`config.mk`:
```
export PLATFORM = sky130hd
export DESIGN_NAME = iwp_core
export DESIGN_NICKNAME = d
export VERILOG_FILES = /design/src/core/iwp_pkg.sv /design/src/core/iwp_decode.sv /design/src/core/iwp_addr.sv /design/src/core/iwp_core.sv
export SDC_FILE = /design/constraint.sdc
export NUM_CORES = 1
export LEC_CHECK = 0
export BUFFER_PORTS_ARGS = -buffer_cell sky130_fd_sc_hd__buf_2
export CAP_MARGIN = 10
export CORE_MARGIN = 2
export CORE_UTILIZATION = 35
export DETAILED_ROUTE_END_ITERATION = 7
export PLACE_DENSITY = 0.65
export SLEW_MARGIN = 10
export SYNTH_ARGS = -nofsm -noshare
export SYNTH_HDL_FRONTEND = slang
export SYNTH_SLANG_ARGS = --single-unit
```
`constraint.sdc`:
```
create_clock -name clk -period 6.1 [get_ports clk]
set_input_delay 1.22 -clock clk [delete_from_list [all_inputs] [get_ports clk]]
set_output_delay 1.22 -clock clk [all_outputs]
set_load 0.1 [all_outputs]
```
`src/core/iwp_pkg.sv`:
```
// Shared constants for the indirect word push executer
package iwp_pkg;

	// Instruction encoding
	localparam logic [7:0] FIRST_BYTE = 8'h27;
	localparam int IDX_MSB = 6;
	localparam int IDX_LSB = 1;
	localparam int FORM_BIT = 7;
	localparam int TAIL_BIT = 0;
	localparam int NUM_PTR_REGS = 64;

	// Data widths: bytes carry a ninth bit
	localparam int ADDR_W = 16;
	localparam int BYTE_W = 9;
	localparam int NINTH_BIT = 8;
	localparam int PSW_COPY_BIT = 1;

	// Pointer registers sit in data memory, two bytes each from address 0
	localparam logic [15:0] PTR_BASE = 16'h0000;

	// Instruction length in bytes and length in instruction cycles
	localparam logic [15:0] INSTR_BYTES = 16'h0002;
	localparam logic [1:0] INSTR_CYCLES = 2'h3;

	// Instruction cycle timing
	localparam int CLK_PERIOD_NS = 50;
	localparam int INSTR_CYCLE_NS = 200;
	localparam int CLKS_PER_CYCLE = (INSTR_CYCLE_NS + CLK_PERIOD_NS - 1)
		/ CLK_PERIOD_NS;
	localparam int DIV_W = 3;

	// Reset values
	localparam logic [15:0] SP_RESET = 16'h0000;
	localparam logic [15:0] PC_RESET = 16'h0000;

	// Sequencer states
	typedef enum logic [9:0] {
		ST_IDLE = 10'h001,
		ST_PTR_LO = 10'h002,
		ST_PTR_HI = 10'h004,
		ST_PTR_GET = 10'h008,
		ST_SRC_LO = 10'h010,
		ST_SRC_HI = 10'h020,
		ST_SRC_GET = 10'h040,
		ST_WR_LO = 10'h080,
		ST_WR_HI = 10'h100,
		ST_FINISH = 10'h200
	} iwp_state_t;

endpackage

```
`src/core/iwp_decode.sv`:
```
// Second-byte decoder for the two indirect word push forms
`timescale 1ns/1ps
module iwp_decode (
	input wire logic [7:0] first_byte,
	input wire logic [7:0] second_byte,
	output logic match,
	output logic indexed,
	output logic [5:0] ptr_index
);

	always_comb begin
		// Plain form has bits 7 and 0 clear, indexed form has both set
		match = (first_byte == iwp_pkg::FIRST_BYTE) &&
			(second_byte[iwp_pkg::FORM_BIT] ==
			second_byte[iwp_pkg::TAIL_BIT]);
		indexed = second_byte[iwp_pkg::FORM_BIT];
		// Every index 0..63 is legal
		ptr_index = second_byte[iwp_pkg::IDX_MSB:iwp_pkg::IDX_LSB];
	end

endmodule // iwp_decode

```
`src/core/iwp_addr.sv`:
```
// Source address adder with signed byte displacement
`timescale 1ns/1ps
module iwp_addr (
	input wire logic [15:0] pointer,
	input wire logic indexed,
	input wire logic [7:0] disp,
	output logic [15:0] src_addr
);

	logic [15:0] disp_ext;

	always_comb begin
		// Sign-extend so the reach is -128..+127
		disp_ext = indexed ? {{8{disp[7]}}, disp} : 16'h0000;
		src_addr = pointer + disp_ext;
	end

endmodule // iwp_addr

```
`src/core/iwp_core.sv`:
```
// Execution sequencer for the indirect word push instructions
`timescale 1ns/1ps
module iwp_core (
	input wire logic clk,
	input wire logic arst_n,
	input wire logic start,
	input wire logic [7:0] first_byte,
	input wire logic [7:0] second_byte,
	input wire logic [7:0] disp_reg,
	input wire logic sp_load,
	input wire logic [15:0] sp_load_val,
	input wire logic pc_load,
	input wire logic [15:0] pc_load_val,
	input wire logic status_load,
	input wire logic status_load_val,
	input wire logic [8:0] mem_rdata,
	output logic [15:0] mem_addr,
	output logic mem_rd,
	output logic mem_wr,
	output logic [8:0] mem_wdata,
	output logic [15:0] stack_pointer,
	output logic [15:0] program_counter,
	output logic status_ninth_bit_copy,
	output logic busy,
	output logic done,
	output logic bad_opcode
);

	iwp_pkg::iwp_state_t state_r;
	logic dec_match;
	logic dec_indexed;
	logic [5:0] dec_index;
	logic indexed_r;
	logic [5:0] index_r;
	logic [7:0] disp_r;
	logic [7:0] ptr_lo_r;
	logic [15:0] src_addr;
	logic [15:0] src_addr_r;
	logic [8:0] src_lo_r;
	logic [8:0] src_hi_r;
	logic [15:0] ptr_addr;
	logic [iwp_pkg::DIV_W-1:0] div_r;
	logic cyc_tick;
	logic [1:0] cyc_cnt_r;
	logic [15:0] stack_pointer_r;
	logic [15:0] program_counter_r;
	logic status_ninth_bit_copy_r;
	logic source_high_ninth_bit;
	logic source_low_ninth_bit;

	iwp_decode u_decode (
		.first_byte(first_byte),
		.second_byte(second_byte),
		.match(dec_match),
		.indexed(dec_indexed),
		.ptr_index(dec_index)
	);

	// Pointer low byte is held, high byte is taken straight from memory
	iwp_addr u_addr (
		.pointer({mem_rdata[7:0], ptr_lo_r}),
		.indexed(indexed_r),
		.disp(disp_r),
		.src_addr(src_addr)
	);

	// Each pointer register occupies two bytes at base plus twice the index
	assign ptr_addr = iwp_pkg::PTR_BASE + {9'h000, index_r, 1'b0};
	assign source_high_ninth_bit = src_hi_r[iwp_pkg::NINTH_BIT];
	assign source_low_ninth_bit = src_lo_r[iwp_pkg::NINTH_BIT];

	// Instruction cycle divider, restarted at each accepted push
	assign cyc_tick = (div_r ==
		iwp_pkg::DIV_W'(iwp_pkg::CLKS_PER_CYCLE - 1));

	always_ff @(posedge clk or negedge arst_n) begin
		if (!arst_n) begin
			div_r <= '0;
		end else if (state_r == iwp_pkg::ST_IDLE || cyc_tick) begin
			div_r <= '0;
		end else begin
			div_r <= div_r + iwp_pkg::DIV_W'(1);
		end
	end

	always_ff @(posedge clk or negedge arst_n) begin
		if (!arst_n) begin
			cyc_cnt_r <= 2'h0;
		end else if (state_r == iwp_pkg::ST_IDLE) begin
			cyc_cnt_r <= 2'h0;
		end else if (cyc_tick && cyc_cnt_r != iwp_pkg::INSTR_CYCLES) begin
			cyc_cnt_r <= cyc_cnt_r + 2'h1;
		end
	end

	// Operand capture at acceptance
	always_ff @(posedge clk or negedge arst_n) begin
		if (!arst_n) begin
			indexed_r <= 1'b0;
			index_r <= 6'h00;
			disp_r <= 8'h00;
		end else if (state_r == iwp_pkg::ST_IDLE && start && dec_match) begin
			indexed_r <= dec_indexed;
			index_r <= dec_index;
			disp_r <= disp_reg;
		end
	end

	// Sequencer: memory answers one cycle after a read is presented
	always_ff @(posedge clk or negedge arst_n) begin
		if (!arst_n) begin
			state_r <= iwp_pkg::ST_IDLE;
		end else begin
			unique case (state_r)
				iwp_pkg::ST_IDLE: begin
					if (start && dec_match) begin
						state_r <= iwp_pkg::ST_PTR_LO;
					end
				end
				iwp_pkg::ST_PTR_LO: state_r <= iwp_pkg::ST_PTR_HI;
				iwp_pkg::ST_PTR_HI: state_r <= iwp_pkg::ST_PTR_GET;
				iwp_pkg::ST_PTR_GET: state_r <= iwp_pkg::ST_SRC_LO;
				iwp_pkg::ST_SRC_LO: state_r <= iwp_pkg::ST_SRC_HI;
				iwp_pkg::ST_SRC_HI: state_r <= iwp_pkg::ST_SRC_GET;
				iwp_pkg::ST_SRC_GET: state_r <= iwp_pkg::ST_WR_LO;
				iwp_pkg::ST_WR_LO: state_r <= iwp_pkg::ST_WR_HI;
				iwp_pkg::ST_WR_HI: state_r <= iwp_pkg::ST_FINISH;
				iwp_pkg::ST_FINISH: begin
					// Hold until the third instruction cycle ends
					if (cyc_tick && cyc_cnt_r ==
						iwp_pkg::INSTR_CYCLES - 2'h1) begin
						state_r <= iwp_pkg::ST_IDLE;
					end
				end
				default: state_r <= iwp_pkg::ST_IDLE;
			endcase
		end
	end

	// Read strobe, one clock per byte read
	always_ff @(posedge clk or negedge arst_n) begin
		if (!arst_n) begin
			mem_rd <= 1'b0;
		end else begin
			mem_rd <= state_r == iwp_pkg::ST_PTR_LO ||
				state_r == iwp_pkg::ST_PTR_HI ||
				state_r == iwp_pkg::ST_SRC_LO ||
				state_r == iwp_pkg::ST_SRC_HI;
		end
	end

	// Write strobe, one clock per stacked byte
	always_ff @(posedge clk or negedge arst_n) begin
		if (!arst_n) begin
			mem_wr <= 1'b0;
		end else begin
			mem_wr <= state_r == iwp_pkg::ST_WR_LO ||
				state_r == iwp_pkg::ST_WR_HI;
		end
	end

	// Memory address for each access
	always_ff @(posedge clk or negedge arst_n) begin
		if (!arst_n) begin
			mem_addr <= 16'h0000;
		end else begin
			unique case (state_r)
				iwp_pkg::ST_PTR_LO: mem_addr <= ptr_addr;
				iwp_pkg::ST_PTR_HI: mem_addr <= ptr_addr + 16'h0001;
				iwp_pkg::ST_SRC_LO: mem_addr <= src_addr;
				iwp_pkg::ST_SRC_HI: mem_addr <= src_addr_r + 16'h0001;
				iwp_pkg::ST_WR_LO, iwp_pkg::ST_WR_HI: begin
					// Stack pointer has stepped once before the high byte
					mem_addr <= stack_pointer_r + 16'h0001;
				end
				default: begin
				end
			endcase
		end
	end

	// Write data, low byte first
	always_ff @(posedge clk or negedge arst_n) begin
		if (!arst_n) begin
			mem_wdata <= 9'h000;
		end else if (state_r == iwp_pkg::ST_WR_LO) begin
			mem_wdata <= src_lo_r;
		end else if (state_r == iwp_pkg::ST_WR_HI) begin
			mem_wdata <= src_hi_r;
		end
	end

	// Pointer low byte
	always_ff @(posedge clk or negedge arst_n) begin
		if (!arst_n) begin
			ptr_lo_r <= 8'h00;
		end else if (state_r == iwp_pkg::ST_PTR_GET) begin
			ptr_lo_r <= mem_rdata[7:0];
		end
	end

	always_ff @(posedge clk or negedge arst_n) begin
		if (!arst_n) begin
			src_addr_r <= 16'h0000;
		end else if (state_r == iwp_pkg::ST_SRC_LO) begin
			// Pointer high byte arrives now
			src_addr_r <= src_addr;
		end
	end

	// Source word bytes with their ninth bits
	always_ff @(posedge clk or negedge arst_n) begin
		if (!arst_n) begin
			src_lo_r <= 9'h000;
		end else if (state_r == iwp_pkg::ST_SRC_GET) begin
			src_lo_r <= mem_rdata;
		end
	end

	always_ff @(posedge clk or negedge arst_n) begin
		if (!arst_n) begin
			src_hi_r <= 9'h000;
		end else if (state_r == iwp_pkg::ST_WR_LO) begin
			src_hi_r <= mem_rdata;
		end
	end

	// Stack pointer: one step before each stacked byte
	always_ff @(posedge clk or negedge arst_n) begin
		if (!arst_n) begin
			stack_pointer_r <= iwp_pkg::SP_RESET;
		end else if (state_r == iwp_pkg::ST_WR_LO ||
			state_r == iwp_pkg::ST_WR_HI) begin
			stack_pointer_r <= stack_pointer_r + 16'h0001;
		end else if (sp_load && state_r == iwp_pkg::ST_IDLE) begin
			stack_pointer_r <= sp_load_val;
		end
	end

	// Status copy of the source high ninth bit
	always_ff @(posedge clk or negedge arst_n) begin
		if (!arst_n) begin
			status_ninth_bit_copy_r <= 1'b0;
		end else if (state_r == iwp_pkg::ST_WR_HI) begin
			status_ninth_bit_copy_r <= source_high_ninth_bit;
		end else if (status_load && state_r == iwp_pkg::ST_IDLE) begin
			status_ninth_bit_copy_r <= status_load_val;
		end
	end

	// Program counter advance at completion
	always_ff @(posedge clk or negedge arst_n) begin
		if (!arst_n) begin
			program_counter_r <= iwp_pkg::PC_RESET;
		end else if (state_r == iwp_pkg::ST_FINISH && cyc_tick &&
			cyc_cnt_r == iwp_pkg::INSTR_CYCLES - 2'h1) begin
			program_counter_r <= program_counter_r +
				iwp_pkg::INSTR_BYTES;
		end else if (pc_load && state_r == iwp_pkg::ST_IDLE) begin
			program_counter_r <= pc_load_val;
		end
	end

	// Completion pulse at the end of the third instruction cycle
	always_ff @(posedge clk or negedge arst_n) begin
		if (!arst_n) begin
			done <= 1'b0;
		end else begin
			done <= state_r == iwp_pkg::ST_FINISH && cyc_tick &&
				cyc_cnt_r == iwp_pkg::INSTR_CYCLES - 2'h1;
		end
	end

	// Refusal pulse for unrecognised bytes while idle
	always_ff @(posedge clk or negedge arst_n) begin
		if (!arst_n) begin
			bad_opcode <= 1'b0;
		end else begin
			bad_opcode <= state_r == iwp_pkg::ST_IDLE && start &&
				!dec_match;
		end
	end

	// Busy level, low exactly when the sequencer is idle
	always_ff @(posedge clk or negedge arst_n) begin
		if (!arst_n) begin
			busy <= 1'b0;
		end else if (state_r == iwp_pkg::ST_IDLE) begin
			busy <= start && dec_match;
		end else if (state_r == iwp_pkg::ST_FINISH && cyc_tick &&
			cyc_cnt_r == iwp_pkg::INSTR_CYCLES - 2'h1) begin
			busy <= 1'b0;
		end
	end

	assign stack_pointer = stack_pointer_r;
	assign program_counter = program_counter_r;
	assign status_ninth_bit_copy = status_ninth_bit_copy_r;

endmodule // iwp_core

```
# Word-level counts from Yosys, hierarchy flattened
# Cells that the tools add are included.
[totals]
wordCells = 89
out_inout_bits = 63
in_bits = 72
ff_bits = 135
[classes]
muxes = 18
n_reduce_logical = 27
add_sub_neg = 7
eq_ne = 17
[op_table]
columns = ["operator", "n"]
rows = [
  ["$pmux 10 s10", 1],
  ["$mux 16", 5],
  ["$pmux 16 s5", 1],
  ["$add 16x1->16 const B", 2],
  ["$mux 10", 2],
  ["$mux 9", 2],
  ["$add 16x16->16", 1],
  ["$add 16x2->16 const B", 1],
  ["$logic_and 1x1->1", 12],
  ["$reduce_bool 2->1", 6],
  ["$eq 10x1->1 const B", 1],
  ["$eq 10x10->1 const B", 1],
  ["$eq 10x2->1 const B", 1],
  ["$eq 10x3->1 const B", 1],
  ["$eq 10x4->1 const B", 1],
  ["$eq 10x5->1 const B", 1],
  ["$eq 10x6->1 const B", 1],
  ["$eq 10x7->1 const B", 1],
  ["$eq 10x8->1 const B", 1],
  ["$eq 10x9->1 const B", 1],
  ["$add 7x1->8 const B", 1],
  ["$eq 8x6->1 const B", 1],
  ["$logic_or 1x1->1", 5],
  ["$reduce_bool 5->1", 1],
  ["13 further kinds", 18],
]

# Depth between registers and ports, before layout
# Gate-level depths: netlist (run 1).
[logic_depth]
word_depth = 5
ltp_mapped = 11
ltp_nobuf = 10

# Modules after synthesis
# A second synthesis (run 1) with hierarchy kept.
[unflattened]
cells_unflattened = 784
area_unflattened_um2 = 7412.1
[by_module_without_submodules]
columns = ["mod", "cells_per_inst", "seq_area_each_um2", "instances", "area_per_inst_um2"]
rows = [
  ["iwp_core", 693, 3379.5, 1, 6712.7],
  ["iwp_addr", 80, 0.0, 1, 606.8],
  ["iwp_decode", 11, 0.0, 1, 92.6],
]

# Worst setup path after synthesis (run 1)
# No wires, ideal clock.
[synth_timing]
kind = "input to register"
from = "input mem_rdata[4]"
to = "register mem_addr[14]"
path_buffers = 1
t_arrival_ns = 2.553
path_stages = 7
setup_ns = 0.132
path_slack_ns = 3.415
required_ns = 5.968
cell_sequence = "clkbuf_1 -> nor4_1 -> mux2_2 -> nand3_1 -> o211ai_1 -> mux2i_1 -> nand4_1"
[synth_between]
elab_chain_len = 2
[synth_lines]
columns = ["item", "line_no", "source"]
rows = [
  ["from (decl)", "iwp_core.sv:16", "input wire logic [8:0] mem_rdata,"],
  ["$add 16x16->16", "iwp_addr.sv:15", "src_addr = pointer + disp_ext;"],
  ["$pmux 16 s5", "iwp_core.sv:167", "unique case (state_r)"],
  ["to (signal assigned)", "iwp_core.sv:168", "iwp_pkg::ST_PTR_LO: mem_addr <= ptr_addr;"],
  ["to (signal assigned)", "iwp_core.sv:169", "iwp_pkg::ST_PTR_HI: mem_addr <= ptr_addr + 16'h0001;"],
  ["to (signal assigned)", "iwp_core.sv:170", "iwp_pkg::ST_SRC_LO: mem_addr <= src_addr;"],
  ["to (decl)", "iwp_core.sv:17", "output logic [15:0] mem_addr,"],
]
# No other way between the ends.
# A chain may end at the register's enable or synchronous reset.

# Worst setup path after layout (run 1)
[layout_timing]
from = "register state_r[8]"
to = "register program_counter_r[15], in the netlist program_counter[15]"
[layout_between]
elab_chain_len = 4
elab_cells_between_ends = 7
cone_classes = "eq/ne (2); mux (1); reduce/logical (4)"
[layout_lines]
columns = ["item", "line_no", "source"]
rows = [
  ["from (decl)", "iwp_core.sv:29", "iwp_pkg::iwp_state_t state_r;"],
  ["from (signal assigned)", "iwp_core.sv:112", "state_r <= iwp_pkg::ST_IDLE;"],
  ["from (signal assigned)", "iwp_core.sv:117", "state_r <= iwp_pkg::ST_PTR_LO;"],
  ["from (signal assigned)", "iwp_core.sv:120", "iwp_pkg::ST_PTR_LO: state_r <= iwp_pkg::ST_PTR_HI;"],
  ["$eq 10x10->1", "iwp_core.sv:255", "end else if (state_r == iwp_pkg::ST_FINISH && cyc_tick &&"],
  ["$logic_and 1x1->1 (2 in series)", "iwp_core.sv:255", ""],
  ["$mux 16 or $reduce_bool 2->1 (tied branches)", "n/a", ""],
  ["to (signal assigned)", "iwp_core.sv:254", "program_counter_r <= iwp_pkg::PC_RESET;"],
  ["to (signal assigned)", "iwp_core.sv:257", "program_counter_r <= program_counter_r +"],
  ["to (signal assigned)", "iwp_core.sv:260", "program_counter_r <= pc_load_val;"],
  ["to (decl)", "iwp_core.sv:46", "logic [15:0] program_counter_r;"],
]
# Several ways; a longest one is shown, not always the timed one.

==> flow_summary.json, run 1 <==
{
  "maxCapViolations": 0,
  "period_share_pct": 50.6,
  "cts_setup_buffers": 0,
  "postSynth.asyncResetShare_pct": 100,
  "grt_overflow_total": 0,
  "cts_tree": "yes",
  "firstDrtPassIters": 4,
  "fp.dieH_um": 147,
  "clk_pin_slew_ns": 0.06,
  "cts_root_buffer": "clkbuf_16",
  "syn_area_per_cell_um2": 9.18,
  "finalSetupViolCount": 0,
  "maxSlewHeadroom_pct": 31.3,
  "worst_slew_pin_slew_ns": 1.03,
  "hp-class": "reg2reg",
  "p_leak_nw": 4.12,
  "antenna_found_initial": 0,
  "critPathMaxFanout": 17,
  "timing.rr.start": "state_r[8]",
  "fin_crit_ns": 3.09,
  "maxSlewViolCount": 0,
  "internal-power_mw": 1.66,
  "initial_core_util_pct": 35.6,
  "clockBufferDepth": 2,
  "crit_required_ns": 6.37,
  "synthTopCellsByArea": "dfrtp_1 (47%), nand2_1 (8.8%), xnor2_1 (3.9%)",
  "cts-resized-gates": 0,
  "grt_max_degree": 79,
  "finalNetCount": 992,
  "whs_endpoint": "div_r[0]",
  "syn_to_final_growth_pct": 20.7,
  "synth_top_area_share_pct": 46.5,
  "p_per_area_mw_per_mm2": 267,
  "grt.total_usage_pct": 17.9,
  "postCtsHoldBufs": 0,
  "cp.arrival_ns": 3.36,
  "gp_congestion": 0.816,
  "fin_util_pct": 43.0,
  "avgViaCountPerCell": 5.15,
  "startpoint_type": "register",
  "crit_type": "reg2reg",
  "p_sw_share_pct": 28.6,
  "ctsHtreeMaxLevel": 4,
  "row_count": 52,
  "synth_common_cells": "nand2_1 (168), dfrtp_1 (134), nor2_1 (54)",
  "pwr-share-clk_pct": 46.2,
  "skew_ns": 0.0102,
  "clk_latency_ns": 0.42,
  "combPwrFrac_pct": 12.8,
  "syn_nets": 873,
  "ys_seq_area_share_pct": 46.9,
  "multi_input_area_mm2": 0.00358,
  "switchingPower_mw": 0.663,
  "syn_area_mm2": 0.00721,
  "pwr-share-seq_pct": 41.0,
  "portBuffers": 134,
  "r2r-end": "program_counter[15]",
  "ff_latch_area_mm2": 0.00338,
  "drt_iter0_drc": 351,
  "fmax_mhz": 324,
  "fill_cells": 2014,
  "end_kind": "register",
  "synth_seq_cells": 135,
  "dieWidth_um": 147,
  "outcome": "finished, final reports clean",
  "grt_pass1_wl_um": 30900,
  "cts_sinks": 135,
  "synth_flop_cell": "dfrtp_1",
  "wl_um": 18900,
  "reg2reg_depth": 6,
  "holdPathStages": 1,
  "synth.most_common_cell": "nand2_1",
  "synth_edf_count": 0,
  "drive_gt1_share_pct": 21.5,
  "irDropWorstVdd_uv": 200,
  "drc_errors": 0,
  "yosys.area.top_type": "dfrtp_1",
  "n_antenna_cell": 0,
  "die_area_mm2": 0.0218,
  "vias": 6111,
  "dp_hpwl_um": 13700,
  "routedWlPerCell_um": 15.9,
  "rrSetupSlack_ns": 3.01,
  "yosysUniqueCellTypes": 60,
  "hp-start": "div_r[0]",
  "ant_nets": 0,
  "core_mm2": 0.0202,
  "grt_setup_unrepaired": "no",
  "grt_pass1_vias": 5889,
  "finalHoldViolations": 0,
  "io_pins": 135,
  "yosys_warnings": 0,
  "cts_buffers": 17,
  "syn_inst": 785,
  "setup_tns_ns": 0
}
==> sequential cells by signal, indices dropped and copies added (netlist names), 9 cells and up <==
| signal | flops |
|---|---|
| src_hi_r | 9 |
| state_r | 10 |
| src_addr_r | 16 |
| stack_pointer | 16 |
| src_lo_r | 9 |
| mem_addr | 16 |
| mem_wdata | 9 |
| program_counter | 16 |
==> cells by family (layout without fill, tap and decap cells) <==
logic type | after synthesis | count (layout) | synth area share [%]
XOR/XNOR | 41 | 41 | 4.98
AO/OA/AOI/OAI | 125 | 125 | 11.7
AND/OR/NAND/NOR | 366 | 366 | 24.1
adder cells (fa/ha/maj) | 16 | 16 | 2.88
flip-flops | 135 | 135 | 46.9
buffers and inverters | 61 | 193 | 3.47
multiplexers | 41 | 41 | 5.97
==> worst max path at each step <==
stage | endpoint | from | slack, ns
floorplan | mem_addr[14] | mem_rdata[4] | 3.42
global placement | program_counter[15] | state_r[8] | 3.10
detailed placement | program_counter[15] | state_r[8] | 3.04
CTS | program_counter[15] | state_r[8] | 2.99
global route | program_counter[15] | state_r[8] | 2.75
finish | program_counter[15] | state_r[8] | 3.01
==> layout by cell type, fill, tap and decap left out, types with 17 or more instances in the layout <==
master	count
mux2i_1	25
dfrtp_1	134
nand2_1	168
clkbuf_16	17
inv_1	20
xnor2_1	32
o21ai_0	28
and2_1	19
buf_2	133
nor2_1	54
nand3_1	42
a21oi_1	31
nand4_1	19
==> worst max-delay path, stage by stage (launching register included) <==
cell,delay (ns)
dfrtp_1,0.43
or4_1,0.68
nor4_4,0.62
and2_1,0.66
nor2_1,0.24
o21ai_1,0.17
o311ai_0,0.13
==> per-stage QoR <==
step                hold WS, ns  instance area, um2  instances  setup WS (ns)  total power [mW]
finish                    0.445                8700       1187           3.01              2.32
floorplan                 0.415                7210        785           3.42              1.18
global placement          0.432                8080       1155           3.10              1.27
CTS                       0.446                8700       1187           2.99              2.34
detailed placement        0.438                8080       1155           3.04              1.27
global route              0.463                8700       1187           2.75              2.41
==> cell type report <==
| type | instances | share of cell area [%] |
|---|---|---|
| flip-flops and latches | 135 | 38.8 |
| well taps | 270 | 3.88 |
| clock inverters | 10 | 1.64 |
| multi-input cells | 589 | 41.1 |
| inverters | 24 | 1.04 |
| clock buffers | 22 | 5.45 |
| repair buffers | 137 | 8.04 |
==> power by group through the flow <==
stage               logic, mW  registers (mW)  clock network, mW
detailed placement      0.300           0.967                  0
CTS                     0.301           0.951               1.09
floorplan              0.0654            1.11                  0
global route            0.316           0.955               1.14
finish                  0.298           0.952               1.07
global placement        0.300           0.967                  0
==> metal layers <==
| layer | vias to the layer above | track usage [%] | wire, um |
|---|---|---|---|
| met1 | 2905 | 25.9 | 9240 |
| met5 | - | 0 | 0 |
| met4 | 0 | 5.24 | 284 |
| li1 | 2980 | - | - |
| met2 | 209 | 27.0 | 8270 |
| met3 | 17 | 4.14 | 1140 |
Power figures use the tool's default switching activity.
==> run 2, diff against run 1 <==
--- a/config.mk
+++ b/config.mk
@@ -5,12 +5,13 @@
 export SDC_FILE = /design/constraint.sdc
 export NUM_CORES = 1
 export LEC_CHECK = 0
+export ABC_AREA = 1
 export BUFFER_PORTS_ARGS = -buffer_cell sky130_fd_sc_hd__buf_2
 export CAP_MARGIN = 10
 export CORE_MARGIN = 2
 export CORE_UTILIZATION = 35
 export DETAILED_ROUTE_END_ITERATION = 7
-export PLACE_DENSITY = 0.65
+export PLACE_DENSITY = 0.64
 export SLEW_MARGIN = 10
 export SYNTH_ARGS = -nofsm -noshare
 export SYNTH_HDL_FRONTEND = slang
==> constraint.sdc (replaced) <==
create_clock -name clk -period 2.85 [get_ports clk]
set_input_delay 0.57 -clock clk [delete_from_list [all_inputs] [get_ports clk]]
set_output_delay 0.57 -clock clk [all_outputs]
set_load 0.1 [all_outputs]
==> run 2 against run 1 <==
Net effect:
- clock power up 100%
- non-clock buffer count increased by 9
- power is 120% higher
- synthesized cell count up 30%
- first-iteration DRC count grew 17%
- final cell count increased by 22%
- sequential power increased by 120%
- count of clock-buffer cells in the layout fell by 5
- hold slack worse by 0.30 ns
- synthesized area rose by 6.2%
- critical endpoint is now src_addr_r[12]
- largest cell class unchanged
- highest routed layer unchanged
==> flow_summary.json, run 2 <==
{
  "finalHoldViolations": 0,
  "slowest_delay_ns": 0.65,
  "synth_mux_area_share_pct": 0,
  "worst_slew_pin_slew_ns": 0.646,
  "cts_setup_buffers": 0,
  "yosys.area_share.xor_xnor_pct": 1.49,
  "grt_max_degree": 69,
  "antenna_found_initial": 0,
  "clockBufferDepth": 2,
  "syn_nets": 1107,
  "slowest_stage": "dfrtp_1",
  "cts_root_buffer": "clkbuf_16",
  "n_antenna_cell": 0,
  "core_mm2": 0.0216,
  "io_pins": 135,
  "startpoint_type": "register",
  "drc_errors": 0,
  "fp.dieH_um": 152,
  "synth_top_area_share_pct": 43.8,
  "p_sw_share_pct": 34.1,
  "drt_iter0_drc": 411,
  "yosysUniqueCellTypes": 42,
  "synth_edf_count": 0,
  "grt_setup_unrepaired": "no",
  "fmax_mhz": 417,
  "routedWlPerCell_um": 14.6,
  "row_count": 54,
  "synth_common_cells": "nand2_1 (324), dfrtp_1 (134), inv_1 (114)",
  "layout_commonest_cell": "nand2_1",
  "ctsHtreeMaxLevel": 4,
  "die_area_mm2": 0.0231,
  "grt_pass1_vias": 7080,
  "synth_top_family_by_area": "simple AND/OR/NAND/NOR gates",
  "wl_um": 21200,
  "portBuffers": 134,
  "cpLargestDelayFamily": "simple AND/OR/NAND/NOR gates",
  "yosys.area_share.simple_pct": 34.1,
  "irDropWorstVdd_uv": 291,
  "yosys_warnings": 0,
  "skew_ns": 0.0113,
  "rrSetupSlack_ns": 0.45,
  "outcome": "finished, final reports clean",
  "cts-resized-gates": 0,
  "vias": 7158,
  "internal-power_mw": 3.32,
  "fill_cells": 2221,
  "dp_hpwl_um": 16100,
  "setup_tns_ns": 0,
  "pwr-share-clk_pct": 43.1,
  "cts_sinks": 135,
  "finalSetupViolCount": 0,
  "layout_setup_ws_ns": 0.455,
  "synth_seq_cells": 135,
  "postCtsHoldBufs": 0,
  "syn_inst": 1019,
  "cts_buffers": 17,
  "fin_crit_ns": 2.40,
  "grt_pass1_wl_um": 35300,
  "initial_core_util_pct": 35.4,
  "maxSlewViolCount": 0,
  "synth_flop_cell": "dfrtp_1",
  "syn_area_per_cell_um2": 7.51,
  "dieWidth_um": 152,
  "drive_gt1_share_pct": 18.5,
  "avgViaCountPerCell": 4.93,
  "maxCapViolations": 0,
  "gp_congestion": 0.934,
  "postSynth.asyncResetShare_pct": 100,
  "clk_latency_ns": 0.43,
  "switchingPower_mw": 1.72,
  "syn_area_mm2": 0.00766,
  "synth.most_common_cell": "nand2_1",
  "period_share_pct": 84.0,
  "timing.rr.start": "indexed_r",
  "p_per_area_mw_per_mm2": 548,
  "firstDrtPassIters": 5,
  "crit_chain": "nand2_1 > inv_1 > ha_1 > inv_1 > fa_1 > inv_1 > nand2_1 > nand3_1 > nand2_1 > nand2_1 > nand2_1 > nand2_1 > nand2_1 > nand3_1 > o21ai_0",
  "crit_type": "reg2reg",
  "cp.arrival_ns": 2.69,
  "place_ws_ns": 0.482,
  "reg2reg_depth": 15,
  "final_cell_mix": "nand2_1 (324), dfrtp_1 (134), buf_2 (133)",
  "synthAdderAreaFrac_pct": 2.71,
  "pwr-share-seq_pct": 40.7,
  "synth_compound_area_share_pct": 9.30,
  "clk_pin_slew_ns": 0.07,
  "p_leak_nw": 4.85,
  "crit_required_ns": 3.15,
  "hp-class": "in2async",
  "critPathMaxFanout": 16,
  "path_buf_inv": 3,
  "grt_overflow_total": 0,
  "syn_to_final_growth_pct": 20.1,
  "r2r-end": "src_addr_r[12]",
  "yosys.area.top_type": "dfrtp_1",
  "ys_seq_area_share_pct": 44.1,
  "maxSlewHeadroom_pct": 57.0,
  "ant_nets": 0,
  "end_kind": "register",
  "combPwrFrac_pct": 16.2,
  "finalNetCount": 1247,
  "cpMostUsedCell": "nand2_1",
  "synthTopCellsByArea": "dfrtp_1 (44%), nand2_1 (16%), nand3_1 (6.5%)",
  "cts_tree": "yes",
  "grt.total_usage_pct": 18.7
}
## run 2: cell types whose count changed after synthesis, moves of 9 or more
cell / change
inv_1: +94
xnor2_1: -29
o211ai_1: +9
nand2_1: +156
nand3_1: +58
mux2i_1: -25
nor2_1: +16
o21ai_0: +32
mux2_2: -16
clkbuf_1: -19
and2_1: -19
## run 2: worst max path at each step
| stage | from | end | slack, ns | cells past startpoint |
|---|---|---|---|---|
| floorplan | stack_pointer[1] | mem_addr[12] | 0.31 | 11 |
| global placement | indexed_r | src_addr_r[12] | 0.56 | 15 |
| detailed placement | indexed_r | src_addr_r[12] | 0.48 | 15 |
| CTS | indexed_r | src_addr_r[12] | 0.48 | 15 |
| global route | indexed_r | src_addr_r[12] | 0.20 | 15 |
| finish | indexed_r | src_addr_r[12] | 0.45 | 15 |
## run 2: power by group through the flow
stage | Clock, mW | Sequential, mW | Combinational (mW)
2_1_floorplan | 0 | 2.45 | 0.234
3_3_place_gp | 0 | 2.09 | 0.811
3_5_place_dp | 0 | 2.09 | 0.819
4_1_cts | 2.21 | 2.05 | 0.821
5_1_grt | 2.28 | 2.06 | 0.879
6_report | 2.17 | 2.05 | 0.815
## run 2: kinds of logic after synthesis
| logic type | Yosys count |
|---|---|
| DFF | 135 |
| and+or+nand+nor | 581 |
| buffers and inverters | 147 |
| xor gates and xnor gates | 13 |
| AOI/OAI and AO/OA | 127 |
| adders and majority gates | 16 |
## run 2: per-stage QoR
stage,power (mW),hold WS [ns],cell area (um2),utilization (%),instances
2_1_floorplan,2.68,0.274,7660,-,1019
3_3_place_gp,2.90,0.422,8620,39.9,1420
3_5_place_dp,2.91,0.425,8620,39.9,1420
4_1_cts,5.08,0.164,9200,42.5,1452
5_1_grt,5.22,0.175,9200,42.5,1452
6_report,5.04,0.147,9200,42.5,1452
## run 2: final cells by class
cell class              count  area [um2]  share of cell area (%)
inverters                 122         465                    5.06
well taps                 280         350                    3.81
clock buffers              17         425                    4.63
clock inverters            15         155                    1.69
flip-flops and latches    135        3380                    36.7
repair buffers            146         779                    8.48
multi-input cells         737        3640                    39.6
## run 2: routing by layer
| layer | routed length (um) | share of wire [%] | GRT usage (%) |
|---|---|---|---|
| met2 | 10000 | 47 | 30.8 |
| met3 | 945 | 4.5 | 3.88 |
| met5 | 0 | 0 | 0 |
| met1 | 9800 | 46 | 24.7 |
| met4 | 388 | 1.8 | 6.05 |
==> run 3, diff against run 2 <==
--- a/config.mk
+++ b/config.mk
@@ -5,13 +5,13 @@
 export SDC_FILE = /design/constraint.sdc
 export NUM_CORES = 1
 export LEC_CHECK = 0
-export ABC_AREA = 1
+export ABC_AREA = 0
 export BUFFER_PORTS_ARGS = -buffer_cell sky130_fd_sc_hd__buf_2
 export CAP_MARGIN = 10
 export CORE_MARGIN = 2
 export CORE_UTILIZATION = 35
 export DETAILED_ROUTE_END_ITERATION = 7
-export PLACE_DENSITY = 0.64
+export PLACE_DENSITY = 0.65
 export SLEW_MARGIN = 10
 export SYNTH_ARGS = -nofsm -noshare
 export SYNTH_HDL_FRONTEND = slang
==> constraint.sdc (replaced) <==
create_clock -name clk -period 2.4 [get_ports clk]
set_input_delay 0.48 -clock clk [delete_from_list [all_inputs] [get_ports clk]]
set_output_delay 0.48 -clock clk [all_outputs]
set_load 0.1 [all_outputs]
==> run 3 against run 2 <==
Net effect:
- the flow now finishes with violations (setup timing)
- register-to-register slack got worse by 0.50 ns
- final cell count down 15%
- flip-flop and latch count unchanged
- non-clock buffer count rose by 44
- sequential power is 18% higher
- maximum frequency is 1.9% lower
- first-iteration DRC count down 3.6%
- final area grew 0.61%
- critical path type unchanged
- largest cell class unchanged
- highest routed layer unchanged
==> flow_summary.json, run 3 (same netlist as run 1, synthesis figures left out) <==
{
  "io_pins": 135,
  "path_buf_inv": 1,
  "vias": 6380,
  "setup_tns_ns": -0.0626,
  "grt_max_degree": 84,
  "drt_iter0_drc": 396,
  "p_leak_nw": 4.37,
  "fp.dieH_um": 147,
  "ant_nets": 0,
  "initial_core_util_pct": 35.6,
  "p_per_area_mw_per_mm2": 629,
  "cts_sinks": 135,
  "fill_cells": 1933,
  "n_antenna_cell": 0,
  "final_cell_mix": "nand2_1 (166), buf_2 (133), dfrtp_1 (124)",
  "routedWlPerCell_um": 15.9,
  "cts_root_buffer": "clkbuf_16",
  "wl_um": 19700,
  "design_area_mm2": 0.00925,
  "place_ws_ns": -0.0855,
  "finalNetCount": 1045,
  "finalHoldViolations": 0,
  "p_total_mw": 5.82,
  "startpoint_type": "register",
  "cpLargestDelayFamily": "multiplexers",
  "antenna_found_initial": 0,
  "cp.arrival_ns": 2.73,
  "period_share_pct": 102,
  "grt_pass1_vias": 5934,
  "outcome": "finished with violations",
  "fmax_mhz": 410,
  "gp_congestion": 0.870,
  "die_area_mm2": 0.0218,
  "maxCapViolations": 0,
  "drc_errors": 0,
  "crit_chain": "and2_4 > ha_4 > inv_2 > fa_2 > nor2b_2 > o31a_1 > o31a_1 > mux2i_1 > mux2i_1 > nand2_1",
  "layout_setup_ws_ns": -0.0410,
  "grt_setup_unrepaired": "yes",
  "hp-class": "in2reg",
  "end_kind": "register",
  "avgViaCountPerCell": 5.15,
  "finalSetupViolCount": 3,
  "cts_buffers": 17,
  "grt_pass1_wl_um": 31500,
  "skew_ns": 0.0100,
  "grt_overflow_total": 0,
  "syn_to_final_growth_pct": 28.4,
  "slowest_delay_ns": 0.41,
  "cts_tree": "yes",
  "dpl_cell_area_mm2": 0.00846,
  "firstDrtPassIters": 5,
  "dp_hpwl_um": 14500,
  "drive_gt1_share_pct": 29.4,
  "grt.total_usage_pct": 18.2,
  "clk_latency_ns": 0.43,
  "fin_util_pct": 45.7,
  "ctsHtreeMaxLevel": 4,
  "clk_pin_slew_ns": 0.06,
  "maxSlewViolCount": 0,
  "maxSlewHeadroom_pct": 53.9,
  "crit_required_ns": 2.69,
  "portBuffers": 134,
  "dieWidth_um": 147,
  "fin_crit_ns": 2.44,
  "clockBufferDepth": 2,
  "row_count": 52,
  "slowest_stage": "dfrtp_1",
  "irDropWorstVdd_uv": 497,
  "worst_slew_pin_slew_ns": 0.685,
  "critPathMaxFanout": 4,
  "failed_checks": "setup timing",
  "layout_commonest_cell": "nand2_1",
  "core_mm2": 0.0202,
  "crit_type": "reg2reg"
}
-- run 3: worst reg2reg max path, cell delays in order, from the launching register on --
cell and delay, ns:
dfrtp_1 0.41, and2_4 0.17, ha_4 0.14, inv_2 0.04
fa_2 0.34, nor2b_2 0.16, o31a_1 0.20, o31a_1 0.21
mux2i_1 0.26, mux2i_1 0.29, nand2_1 0.08
-- run 3: cell type report --
cell class	count	area [um2]	area share, %
clock inverters	14	149	1.61
repair buffers	190	1120	12.2
clock buffers	18	439	4.75
inverters	24	92.6	1.00
well taps	270	338	3.65
multi-input cells	589	3720	40.2
flip-flops and latches	135	3390	36.7
-- run 3: report_power, final --
group | switching [mW] | leakage (nW) | internal, mW
registers | 0.0832 | 1.58 | 2.34
clock network | 1.06 | 0.279 | 1.56
logic | 0.602 | 2.52 | 0.175
total | 1.75 | 4.37 | 4.08
-- run 3: final timing paths --
kind	startpoint	endpoint	slack (ns)	cells after the start
max in group asynchronous	arst_n	ptr_lo_r[6]	1.17	3
worst min-delay path	pc_load_val[0]	program_counter[0]	0.24	3
worst max-delay path	indexed_r	mem_addr[8]	-0.04	10
worst max register to register	indexed_r	mem_addr[8]	-0.04	10
min in group asynchronous	arst_n	stack_pointer[10]	0.48	2
worst min register to register	div_r[0]	div_r[0]	0.44	1
-- run 3: timing repair --
item	4_1_cts	5_1_grt
hold endpoints to repair	22	0
endpoints found under the setup margin	11	28
hold buffers	1	0
buffers inserted	2	8
pin swaps	4	14
resized for setup	6	20
-- run 3: metal layers --
layer | vias up | global-route usage (%) | share of wire, %
met5 | - | 0 | 0
met4 | 0 | 4.81 | 1.1
met3 | 17 | 3.89 | 5.8
met2 | 201 | 27.5 | 44
met1 | 3070 | 26.6 | 49
li1 | 3092 | - | -
-- run 3: metrics by stage --
stage | std cells | hold slack (ns)
finish | 1240 | 0.239
detailed placement | 1197 | 0.364
CTS | 1232 | 0.227
global placement | 1197 | 0.354
global route | 1240 | 0.252
floorplan | 785 | 0.184
